===== config.mk =====
export PLATFORM = sky130hd
export DESIGN_NAME = fscw_state_words
export DESIGN_NICKNAME = d
export VERILOG_FILES = /design/src/design/fscw_pkg.sv /design/src/design/fscw_state_words.sv
export VERILOG_INCLUDE_DIRS = /design/src /design/src/design
export SDC_FILE = /design/constraint.sdc
export NUM_CORES = 1
export LEC_CHECK = 0
export ABC_AREA = 0
export BUFFER_PORTS_ARGS = -buffer_cell sky130_fd_sc_hd__buf_2
export CORE_AREA = 2 2 90 92
export CTS_CLUSTER_DIAMETER = 50
export DETAILED_ROUTE_END_ITERATION = 16
export DIE_AREA = 0 0 92 94
export GPL_ROUTABILITY_DRIVEN = 0
export GPL_TIMING_DRIVEN = 0
export PLACE_DENSITY = 0.7
export SYNTH_ARGS = -nofsm -noshare
export SYNTH_HDL_FRONTEND = slang
export SYNTH_SLANG_ARGS = --single-unit

===== constraint.sdc =====
create_clock -name clk -period 1.35 [get_ports clk]
set_input_delay 0.2025 -clock clk [delete_from_list [all_inputs] [get_ports clk]]
set_output_delay 0.2025 -clock clk [all_outputs]
set_load 0.005 [all_outputs]

===== src/design/fscw_defs.svh =====
`ifndef FSCW_DEFS_SVH
`define FSCW_DEFS_SVH

// status word fields
`define FSCW_SW_EXC_LO     0
`define FSCW_SW_EXC_HI     5
`define FSCW_SW_STKFLT     6
`define FSCW_SW_ERRSUM     7
`define FSCW_SW_COND0      8
`define FSCW_SW_COND1      9
`define FSCW_SW_COND2      10
`define FSCW_SW_COND3      11
`define FSCW_SW_TOP_LO     12
`define FSCW_SW_TOP_HI     14
`define FSCW_SW_BUSY       15
// control word fields
`define FSCW_CW_MASK_LO    0
`define FSCW_CW_MASK_HI    5
`define FSCW_CW_PREC_LO    8
`define FSCW_CW_PREC_HI    9
`define FSCW_CW_RND_LO     10
`define FSCW_CW_RND_HI     11
// exception flag positions
`define FSCW_EXC_INVALID   0
`define FSCW_EXC_INEXACT   5
// reset and init values
`define FSCW_CW_INIT       16'h037F
`define FSCW_SW_INIT       16'h0000
`define FSCW_TAG_EMPTY     2'h3
`define FSCW_TAG_VALID     2'h0
`define FSCW_TAG_ZERO      2'h1
`define FSCW_TAG_SPECIAL   2'h2
`define FSCW_TW_INIT       16'hFFFF
`define FSCW_NREGS         8
`define FSCW_TOP_ONE       3'h1
`define FSCW_TOP_INIT      3'h0
`define FSCW_EXC_NONE      6'h00
`define FSCW_COND_NONE     4'h0

`endif


===== src/design/fscw_pkg.sv =====
package fscw_pkg;
  typedef enum logic [3:0] {
    FSCW_OP_NONE    = 4'b0000,
    FSCW_OP_INIT    = 4'b0001,
    FSCW_OP_CLEX    = 4'b0010,
    FSCW_OP_LDENV   = 4'b0011,
    FSCW_OP_STENV   = 4'b0100,
    FSCW_OP_SAVE    = 4'b0101,
    FSCW_OP_RSTOR   = 4'b0110,
    FSCW_OP_LDCW    = 4'b0111,
    FSCW_OP_STSW    = 4'b1000,
    FSCW_OP_ARITH   = 4'b1001,
    FSCW_OP_TRIG    = 4'b1010,
    FSCW_OP_COND    = 4'b1011,
    FSCW_OP_STACK   = 4'b1100
  } fscw_op_t;

  typedef enum logic [1:0] {
    FSCW_RND_NEAR  = 2'b00,
    FSCW_RND_DOWN  = 2'b01,
    FSCW_RND_UP    = 2'b10,
    FSCW_RND_CHOP  = 2'b11
  } fscw_rnd_t;

  typedef enum logic [1:0] {
    FSCW_PREC_24   = 2'b00,
    FSCW_PREC_RSV  = 2'b01,
    FSCW_PREC_53   = 2'b10,
    FSCW_PREC_64   = 2'b11
  } fscw_prec_t;

  typedef enum logic [1:0] {
    FSCW_STK_NONE  = 2'b00,
    FSCW_STK_PUSH  = 2'b01,
    FSCW_STK_POP   = 2'b10
  } fscw_stk_t;
endpackage


===== src/design/fscw_state_words.sv =====
// Operation
// - rounding arithmetic sets condition bit one to roundup unless a stack fault.
// - trig ops set condition bit two 1 when operand too large, else 0.
// - load environment or restore loads all condition bits from memory image.
// - integer flags: cond0 to carry, cond2 to parity, cond3 to zero.
// - exception flags sticky; only init, clear, ldenv, save, restore clear.
// - stack overflow or underflow invalid operation sets stack fault bit 6.
// - with stack fault set, bit 9 is 1 overflow, 0 underflow.
// - control word loads as one word; bits 0-5 are exception masks.
// - control bits 8-9 select operating precision, default 64-bit.
// - precision affects only add, sub, mul, div and sqrt results.
// - control bits 10-11 select rounding mode.
// - rounding mode applies only to arithmetic and trig instructions.
// - one tag per physical register 0-7, telling empty from nonempty.
// - store environment and save compute exact tags from register contents.
// - load environment and restore take tags from memory; others only mark tags empty or nonempty.
// - status bits 12-14 hold top index; push decrements, pop increments.
// - error summary set when any unmasked exception flag set, else cleared.
// - status bit 15 mirrors the error summary bit 7.
`timescale 1ns/1ps
`include "fscw_defs.svh"

module fscw_state_words
  import fscw_pkg::*;
(
  // clock and reset
  input  wire logic        clk,
  input  wire logic        rst,
  // instruction strobe from the integer unit
  input  wire logic        opValid,
  input  wire fscw_op_t    opCode,
  input  wire logic [15:0] memWord,
  input  wire logic [15:0] memTags,
  // datapath results
  input  wire logic [5:0]  excRaised,
  input  wire logic        stackFault,
  input  wire logic        stackOverflow,
  input  wire logic        roundedUp,
  input  wire logic        trigTooLarge,
  input  wire logic [3:0]  compareCond,
  input  wire fscw_stk_t   stackMove,
  input  wire logic [2:0]  tagReg,
  input  wire logic        tagWrite,
  input  wire logic        tagFull,
  input  wire logic [15:0] exactTags,
  // architectural words
  output logic [15:0]      fpu_state_word,
  output logic [15:0]      fpu_option_word,
  output logic [15:0]      register_occupancy_tags,
  // decoded controls for the datapath
  output logic [1:0]       precision_select,
  output logic [1:0]       roundingSelect,
  output logic             precisionApplies,
  output logic             roundingApplies,
  // integer flag copy
  output logic             integer_carry_flag,
  output logic             integer_parity_flag,
  output logic             integer_zero_flag
);

  logic [5:0]  excFlags_r;
  logic [5:0]  excFlags_nxt;
  logic        stackFaultFlag_r;
  logic        stackFaultFlag_nxt;
  logic [3:0]  cond_r;
  logic [3:0]  cond_nxt;
  logic [2:0]  top_r;
  logic [2:0]  top_nxt;
  logic [15:0] ctrl_r;
  logic [15:0] ctrl_nxt;
  logic [15:0] tags_r;
  logic [15:0] tags_nxt;
  logic [15:0] stateWord_r;
  logic [1:0]  precSel_r;
  logic [1:0]  rndSel_r;
  logic        precApply_r;
  logic        rndApply_r;
  logic        carry_r;
  logic        parity_r;
  logic        zero_r;

  // opcode decode
  wire isInit  = opValid && (opCode == FSCW_OP_INIT);
  wire isClex  = opValid && (opCode == FSCW_OP_CLEX);
  wire isLdenv = opValid && (opCode == FSCW_OP_LDENV);
  wire isStenv = opValid && (opCode == FSCW_OP_STENV);
  wire isSave  = opValid && (opCode == FSCW_OP_SAVE);
  wire isRstor = opValid && (opCode == FSCW_OP_RSTOR);
  wire isLdcw  = opValid && (opCode == FSCW_OP_LDCW);
  wire isArith = opValid && (opCode == FSCW_OP_ARITH);
  wire isTrig  = opValid && (opCode == FSCW_OP_TRIG);
  wire isCond  = opValid && (opCode == FSCW_OP_COND);
  wire isStack = opValid && (opCode == FSCW_OP_STACK);
  wire isSw    = opValid && (opCode == FSCW_OP_STSW);
  wire loadImg = isLdenv || isRstor;
  wire excClr  = isInit || isClex || isLdenv || isSave || isRstor;
  wire datapathOp = isArith || isTrig || isCond || isStack;

  // stack fault is an invalid operation by definition
  wire sfEvent = datapathOp && stackFault;
  wire [5:0] excIn = datapathOp
    ? (excRaised | (sfEvent ? 6'h01 << `FSCW_EXC_INVALID : `FSCW_EXC_NONE))
    : `FSCW_EXC_NONE;

  // fields of the memory image word
  wire [5:0] excImg  = memWord[`FSCW_SW_EXC_HI:`FSCW_SW_EXC_LO];
  wire       sfImg   = memWord[`FSCW_SW_STKFLT];
  wire [3:0] condImg = {memWord[`FSCW_SW_COND3], memWord[`FSCW_SW_COND2],
                        memWord[`FSCW_SW_COND1], memWord[`FSCW_SW_COND0]};
  wire [2:0] topImg  = memWord[`FSCW_SW_TOP_HI:`FSCW_SW_TOP_LO];

  // sticky flags hold; loads take the memory image as written
  always_comb
  begin
    if (loadImg)
      excFlags_nxt = excImg;
    else if (excClr)
      excFlags_nxt = `FSCW_EXC_NONE;
    else
      excFlags_nxt = excFlags_r | excIn;
  end

  always_comb
  begin
    if (loadImg)
      stackFaultFlag_nxt = sfImg;
    else if (excClr)
      stackFaultFlag_nxt = 1'b0;
    else
      stackFaultFlag_nxt = stackFaultFlag_r | sfEvent;
  end

  // condition bits: {cond3, cond2, cond1, cond0}
  always_comb
  begin
    cond_nxt = cond_r;
    if (loadImg)
      cond_nxt = condImg;
    else if (isInit || isSave)
      cond_nxt = `FSCW_COND_NONE;
    else if (sfEvent)
    begin
      // reduction outcome still reported beside the fault direction
      cond_nxt[1] = stackOverflow;
      if (isTrig)
        cond_nxt[2] = trigTooLarge;
    end
    else if (isArith)
      cond_nxt[1] = roundedUp;
    else if (isTrig)
    begin
      cond_nxt[2] = trigTooLarge;
      if (!trigTooLarge)
        cond_nxt[1] = roundedUp;
    end
    else if (isCond)
      cond_nxt = compareCond;
  end

  // push decrements top, pop increments
  always_comb
  begin
    top_nxt = top_r;
    if (loadImg)
      top_nxt = topImg;
    else if (isInit)
      top_nxt = `FSCW_TOP_INIT;
    else if (datapathOp && (stackMove == FSCW_STK_PUSH))
      top_nxt = top_r - `FSCW_TOP_ONE;
    else if (datapathOp && (stackMove == FSCW_STK_POP))
      top_nxt = top_r + `FSCW_TOP_ONE;
  end

  always_comb
  begin
    ctrl_nxt = ctrl_r;
    if (isInit)
      ctrl_nxt = `FSCW_CW_INIT;
    else if (isLdcw || loadImg)
      ctrl_nxt = memWord;
  end

  // fields of the control word that the next edge will hold
  wire [5:0] maskNxt = ctrl_nxt[`FSCW_CW_MASK_HI:`FSCW_CW_MASK_LO];
  wire [1:0] precNxt = ctrl_nxt[`FSCW_CW_PREC_HI:`FSCW_CW_PREC_LO];
  wire [1:0] rndNxt  = ctrl_nxt[`FSCW_CW_RND_HI:`FSCW_CW_RND_LO];

  // tags per physical register
  genvar g;
  generate
    for (g = 0; g < `FSCW_NREGS; g = g + 1)
    begin : gTag
      wire [1:0] tagOld   = tags_r[2*g+1:2*g];
      wire [1:0] tagImg   = memTags[2*g+1:2*g];
      wire [1:0] tagExact = exactTags[2*g+1:2*g];
      wire [1:0] tagMark  = tagFull ? `FSCW_TAG_VALID : `FSCW_TAG_EMPTY;
      wire       tagHit   = datapathOp && tagWrite && (tagReg == 3'(g));
      // only stores see exact classes; loads take the image tags; everything else marks empty or full
      assign tags_nxt[2*g+1:2*g] = isInit              ? `FSCW_TAG_EMPTY :
                                   loadImg             ? tagImg          :
                                   (isStenv || isSave) ? tagExact        :
                                   tagHit              ? tagMark         :
                                                         tagOld;
    end
  endgenerate

  // error summary from unmasked flags
  wire errSum = |(excFlags_nxt & ~maskNxt);
  wire [15:0] swNxt = {errSum, top_nxt, cond_nxt[3], cond_nxt[2], cond_nxt[1],
                       cond_nxt[0], errSum, stackFaultFlag_nxt, excFlags_nxt};

  // arithmetic class steers where precision and rounding take effect
  wire precSelNxt_en = isArith;
  wire rndSelNxt_en  = isArith || isTrig;

  // one short register process per state item
  always_ff @(posedge clk or posedge rst)
  begin
    if (rst)
      excFlags_r <= `FSCW_EXC_NONE;
    else
      excFlags_r <= excFlags_nxt;
  end

  always_ff @(posedge clk or posedge rst)
  begin
    if (rst)
      stackFaultFlag_r <= 1'b0;
    else
      stackFaultFlag_r <= stackFaultFlag_nxt;
  end

  always_ff @(posedge clk or posedge rst)
  begin
    if (rst)
      cond_r <= `FSCW_COND_NONE;
    else
      cond_r <= cond_nxt;
  end

  always_ff @(posedge clk or posedge rst)
  begin
    if (rst)
      top_r <= `FSCW_TOP_INIT;
    else
      top_r <= top_nxt;
  end

  always_ff @(posedge clk or posedge rst)
  begin
    if (rst)
      ctrl_r <= `FSCW_CW_INIT;
    else
      ctrl_r <= ctrl_nxt;
  end

  always_ff @(posedge clk or posedge rst)
  begin
    if (rst)
      tags_r <= `FSCW_TW_INIT;
    else
      tags_r <= tags_nxt;
  end

  // whole word registered at once so bit 15 and bit 7 never part
  always_ff @(posedge clk or posedge rst)
  begin
    if (rst)
      stateWord_r <= `FSCW_SW_INIT;
    else
      stateWord_r <= swNxt;
  end

  always_ff @(posedge clk or posedge rst)
  begin
    if (rst)
      precSel_r <= FSCW_PREC_64;
    else
      precSel_r <= precNxt;
  end

  always_ff @(posedge clk or posedge rst)
  begin
    if (rst)
      rndSel_r <= FSCW_RND_NEAR;
    else
      rndSel_r <= rndNxt;
  end

  always_ff @(posedge clk or posedge rst)
  begin
    if (rst)
      precApply_r <= 1'b0;
    else
      precApply_r <= precSelNxt_en;
  end

  always_ff @(posedge clk or posedge rst)
  begin
    if (rst)
      rndApply_r <= 1'b0;
    else
      rndApply_r <= rndSelNxt_en;
  end

  // copy takes the bits held before this instruction
  always_ff @(posedge clk or posedge rst)
  begin
    if (rst)
      carry_r <= 1'b0;
    else if (isSw)
      carry_r <= cond_r[0];
  end

  always_ff @(posedge clk or posedge rst)
  begin
    if (rst)
      parity_r <= 1'b0;
    else if (isSw)
      parity_r <= cond_r[2];
  end

  always_ff @(posedge clk or posedge rst)
  begin
    if (rst)
      zero_r <= 1'b0;
    else if (isSw)
      zero_r <= cond_r[3];
  end

  always_comb
  begin
    fpu_state_word          = stateWord_r;
    fpu_option_word         = ctrl_r;
    register_occupancy_tags = tags_r;
    precision_select        = precSel_r;
    roundingSelect          = rndSel_r;
    precisionApplies        = precApply_r;
    roundingApplies         = rndApply_r;
    integer_carry_flag      = carry_r;
    integer_parity_flag     = parity_r;
    integer_zero_flag       = zero_r;
  end

endmodule


==> impl_metrics.json, run 1 <==
{
  "drc": 0,
  "grt_setup_unrepaired": "yes",
  "fp.coreArea_mm2": 0.007607,
  "pwr-share-seq_pct": 45.6,
  "ys_types": 48,
  "n_fill_cell": 703,
  "grt_use_total_pct": 20.78,
  "status": "complete, but fails checks",
  "internal_power_w": 0.003547,
  "async_reset_ff_share_pct": 100.0,
  "clockPowerShare_pct": 18.0,
  "area_growth_pct": 47.24,
  "synth-main-ff-cell": "dfrtp_1",
  "syn_avg_cell_area_um2": 9.649,
  "syn_area_mm2": 0.002943,
  "clkSinkCount": 52,
  "reg2reg_slack_ps": -30,
  "ys_seq_area_share_pct": 45.28,
  "rows": 32,
  "leakagePower_nw": 2.086,
  "fin_nets": 538,
  "clk_pin_slew_ps": 100,
  "drt_first_iter_violations": 77,
  "clockBufferDepth": 2,
  "initial_core_util_pct": 38.68,
  "critical_path_class": "in2reg",
  "hold_ws_ps": 107.8,
  "wl_met3_um": 637,
  "combPwrFrac_pct": 36.5,
  "min-delay-start": "compareCond[2]",
  "final_common_cell": "buf_2",
  "slew_violations": 0,
  "grt_start_max_net_pins": 53,
  "h-tree-depth": 2,
  "worstReg2RegEnd": "fpu_state_word[14]",
  "post-place-ws_ps": -781.6,
  "insertion_delay_ps": 310,
  "cpPeakStageDelay_ps": 480,
  "cts_buffers": 5,
  "power_density_mw_per_mm2": 1190,
  "drtAntennaViolNets": 0,
  "post-route-period-util_pct": 111.6,
  "final_cell_mix": "buf_2 (130), nand2_1 (35), buf_4 (26), dfrtp_1 (26), dfstp_2 (25)",
  "r2r_start": "fpu_state_word[12]",
  "critical-path-top-delay-family": "simple AND/OR/NAND/NOR gates",
  "dieArea_mm2": 0.008648,
  "numPortBuffers": 132,
  "switching_share_pct": 31.21,
  "grt_pass1_wl_um": 14300,
  "max-vdd-ir-drop_mv": 0.7029,
  "setup_viol": 22,
  "worstMarginPinSlew_ps": 1126,
  "stdcell_area_mm2": 0.004333,
  "vias_per_cell": 5.167,
  "hold_viol": 0,
  "relSlewSlack_pct": 24.81,
  "worstPathArrival_ps": 1750,
  "end_kind": "flop",
  "max_freq_ghz": 0.6636,
  "routed_wl_um": 9037,
  "crit_fanout": 8,
  "first_global_vias": 2889,
  "top_layer_used": "met4",
  "finalClockSkew_ps": 3.149,
  "wl_met2_um": 4284,
  "drt_pass1_iterations": 4,
  "met1_length_um": 4010,
  "synth-edff-count": 0,
  "start_kind": "input port",
  "postPlaceCellArea_mm2": 0.003943,
  "synth_cells": 305,
  "switchingPower_w": 0.001609,
  "slowest_stage": "or3_4",
  "layout_min_cycle_time_ps": 1507,
  "synth-seq-cells": 52,
  "die_h_um": 94,
  "cts_tree": "done",
  "num_antenna_cells": 0,
  "largest_reg_flops": 16,
  "ys_warn_count": 0,
  "vias": 2909,
  "antenna_found_initial": 0,
  "timing.critical_path.buf_inv": 2,
  "ios": 133,
  "violations": "setup timing",
  "crit_path_cell_trace": "buf_8, buf_6, xnor2_4, nor2_4, or3_4, a41oi_4, mux2_4",
  "hold_depth": 3,
  "fin_setup_tns_ps": -1826,
  "synth_nets": 383,
  "drive_above_1_share_pct": 59.22,
  "critPathRequiredTime_ps": 1600,
  "worstHoldPathType": "in2reg",
  "hold_end": "fpu_state_word[10]",
  "cts_root_buf": "clkbuf_8",
  "gr-total-overflow": 0,
  "postLayoutCoreUtil_pct": 56.96,
  "routedWlPerCell_um": 16.05,
  "max_cap_viol_count": 0,
  "r2r_cells": 6,
  "timing.final.ws_setup_ps": -156.9,
  "die_w_um": 92,
  "hpwl_um": 6525,
  "crit_start": "opCode[2]"
}
## area by class of cell
type	instances	area, µm²	area share [%]
tap	102	127.6	2.945
clock buffer	5	68.82	1.588
inverter	8	33.78	0.7797
multi-input combinational	220	1730	39.94
timing repair buffer	152	844.6	19.49
buffer	21	171.4	3.956
sequential	52	1334	30.78
clock inverter	3	22.52	0.5198
## per-layer routing
layer / vias to the layer above / track usage [%]
met1: 1389 / 26.60
met4: 0 / 4.975
li1: 1395 / -
met2: 116 / 36.09
met5: - / 0
met3: 9 / 4.414
## synth_stat cells (2+ instances only)
cell type	instances	area [µm²]
clkbuf_1	14	52.55
nand3b_1	2	15.01
and3b_1	2	17.52
a41oi_2	2	32.53
nand4_1	2	12.51
dfrtp_1	27	675.7
o21ai_0	23	115.1
xor2_1	2	17.52
a32oi_1	2	17.52
nor3_1	4	20.02
or2_2	2	12.51
dfstp_2	25	656.9
mux2_2	19	214.0
a31oi_2	2	25.02
nor2b_1	6	37.54
mux2i_1	4	40.04
nand2_1	37	138.9
a22oi_1	2	15.01
nor3b_1	6	45.04
or3_1	3	18.77
buf_4	6	45.04
mux2_1	2	22.52
a221o_1	7	70.07
a21oi_1	19	95.09
buf_6	2	22.52
nand3_1	6	30.03
inv_1	8	30.03
a2bb2oi_1	2	17.52
ha_1	2	25.02
nand2b_1	3	18.77
buf_2	4	20.02
a211oi_1	19	142.6
nor2_1	24	90.09
## through the flow
stage	instances	power, W
floorplan	305	0.003306
global placement	539	0.004025
detailed placement	539	0.004064
CTS	558	0.005112
global route	563	0.005495
finish	563	0.005156
## how the worst max path moves through the flow
stage | end | cells after the start
floorplan | register_occupancy_tags[14] | 7
global placement | register_occupancy_tags[5] | 9
detailed placement | register_occupancy_tags[5] | 9
CTS | register_occupancy_tags[15] | 8
global route | register_occupancy_tags[15] | 7
finish | register_occupancy_tags[15] | 7
## cells by family (layout without fill, tap and decap cells)
kind of cell,Yosys count,count (layout),synth area share (%)
mux,25,25,9.396
xor+xnor,4,4,1.446
compound gates,85,85,19.98
buf+inv,34,189,5.782
simple gates,103,104,17.26
fa+ha+maj,2,2,0.8502
flops,52,52,45.28
## power by group through the flow
| stage | Sequential [W] | Clock (W) | Combinational (W) |
|---|---|---|---|
| after CTS | 0.00234 | 0.000962 | 0.00181 |
| after global placement | 0.00236 | 0 | 0.00167 |
| after global routing | 0.00240 | 0.00102 | 0.00207 |
| after floorplan | 0.00237 | 0 | 0.000939 |
| after detailed placement | 0.00236 | 0 | 0.00170 |
| final | 0.00235 | 0.000926 | 0.00188 |
## worst register-to-register path, cell delays in order (launching register included)
cell and delay, ps:
dfrtp_2 450, ha_2 210, xnor2_2 110, nor2_1 50, a22oi_1 130, nor2b_1 70, a221o_1 250
## what timing repair did
item,in CTS,in global routing
pin swaps,7,9
hold buffers,0,0
setup endpoints to repair,36,36
buffers inserted,13,7
cloned,0,1
resized for setup,32,28
(Power assumes the default switching activity.)
==> run 2: changes to the inputs <==
SETUP_SLACK_MARGIN = 0.05   (was unset)
==> impl_metrics.json, run 2 (synthesis results as in run 1) <==
{
  "final_common_cell": "buf_2",
  "cts_tree": "done",
  "post-place-ws_ps": -743.2,
  "grt_pass1_wl_um": 14520,
  "routedWlPerCell_um": 16.97,
  "hold_buffers": 0,
  "hpwl_um": 6608,
  "setup_viol": 22,
  "power_density_mw_per_mm2": 1157,
  "cts_buffers": 5,
  "numPortBuffers": 132,
  "die_h_um": 94,
  "start_kind": "input port",
  "violations": "setup timing",
  "dieArea_mm2": 0.008648,
  "critPathRequiredTime_ps": 1600,
  "leakagePower_nw": 2.159,
  "multiInputGateArea_mm2": 0.001815,
  "grt_setup_unrepaired": "yes",
  "end_kind": "flop",
  "slew_violations": 0,
  "num_antenna_cells": 0,
  "drt_pass1_iterations": 4,
  "relSlewSlack_pct": 26.78,
  "h-tree-depth": 2,
  "insertion_delay_ps": 320,
  "drc": 0,
  "worstMarginPinSlew_ps": 1096,
  "fin_nets": 542,
  "worstPathArrival_ps": 1760,
  "n_fill_cell": 689,
  "gr-total-overflow": 0,
  "die_w_um": 92,
  "drt_first_iter_violations": 98,
  "crit_fanout": 8,
  "stdcell_area_mm2": 0.004553,
  "cts_root_buf": "clkbuf_8",
  "max-vdd-ir-drop_mv": 0.7049,
  "hold_viol": 0,
  "clkSinkCount": 52,
  "vias_per_cell": 5.259,
  "clk_pin_slew_ps": 100,
  "antenna_found_initial": 0,
  "area.sequential_mm2": 0.001334,
  "timing.final.ws_setup_ps": -164.1,
  "max_cap_viol_count": 0,
  "status": "complete, but fails checks",
  "post-route-period-util_pct": 112.2,
  "dp_cells": 539,
  "largest_reg_flops": 16,
  "hold_ws_ps": 107.6,
  "first_global_vias": 2839,
  "postPlaceCellArea_mm2": 0.003953,
  "final_cells": 567,
  "drive_above_1_share_pct": 61.29,
  "max_freq_ghz": 0.6605,
  "grt_start_max_net_pins": 53,
  "fp.coreArea_mm2": 0.007607,
  "clockBufferDepth": 2,
  "area_growth_pct": 54.72,
  "finalClockSkew_ps": 8.735,
  "routed_wl_um": 9620,
  "vias": 2982,
  "reg2reg_slack_ps": -70,
  "critical_path_class": "in2reg",
  "rows": 32,
  "layout_min_cycle_time_ps": 1514,
  "ios": 133,
  "grt_use_total_pct": 21.36,
  "initial_core_util_pct": 38.68,
  "worstHoldPathType": "in2reg",
  "final_cell_mix": "buf_2 (130), nand2_1 (35), dfrtp_1 (26), dfstp_2 (25), buf_4 (20)",
  "drtAntennaViolNets": 0
}
## run 2: cell types whose count changed in the layout (fill, tap and decap cells not counted), sizes merged
| cell | delta |
|---|---|
| buf | +4 |
| clkbuf | +2 |
| clkinv | -1 |
| clkinvlp | +1 |
| inv | -1 |
| nor2 | -1 |
## run 2: path summary, 6_finish.rpt
kind | from | endpoint | cells after the start
worst max-delay path | opCode[2] | register_occupancy_tags[15] | 8
worst min-delay path | compareCond[2] | fpu_state_word[10] | 3
worst max register to register | fpu_state_word[13] | fpu_state_word[14] | 6
worst min register to register | fpu_option_word[1] | fpu_option_word[1] | 2
max in group asynchronous | rst | fpu_state_word[12] | 2
min in group asynchronous | rst | precisionApplies | 2
## run 2: power by group
| group | internal [W] | switching [W] |
|---|---|---|
| Clock | 0.000371 | 0.000566 |
| Sequential | 0.00209 | 0.000275 |
| Combinational | 0.00113 | 0.000836 |
| Total | 0.00359 | 0.00168 |
## run 2: area by class of cell
cell class	instances	share of cell area [%]
timing repair buffer	156	20.66
clock inverter	2	0.3572
clock buffer	6	1.594
multi-input combinational	219	39.87
buffer	22	4.672
inverter	8	0.7420
tap	102	2.803
sequential	52	29.29
## run 2: through the flow
stage,setup TNS (ps),utilization [%],total power [W]
after floorplan,-5300,-,0.003313
after global placement,-20160,51.96,0.004032
after detailed placement,-21100,51.96,0.004080
after CTS,-2893,56.83,0.005191
after global routing,-2994,59.85,0.005589
final,-1933,59.85,0.005269
## run 2: critical path, stage by stage
cell	delay, ps
buf_8	100
buf_12	120
xnor2_4	170
nor2_4	70
or3_4	380
buf_12	160
a41oi_4	240
mux2_4	330
## run 2: repair_timing
item                       4_1_cts  5_1_grt
pin swaps                        6       16
setup endpoints to repair       33       42
gates cloned                     0        2
setup buffers                   13        9
gates resized for setup         37       55
## run 2: metal layers
metal / GRT usage (%) / share of wire [%]
met3: 5.939 / 7.9
met1: 28.50 / 43
met2: 35.29 / 48
met5: 0 / 0
met4: 3.731 / 0.80
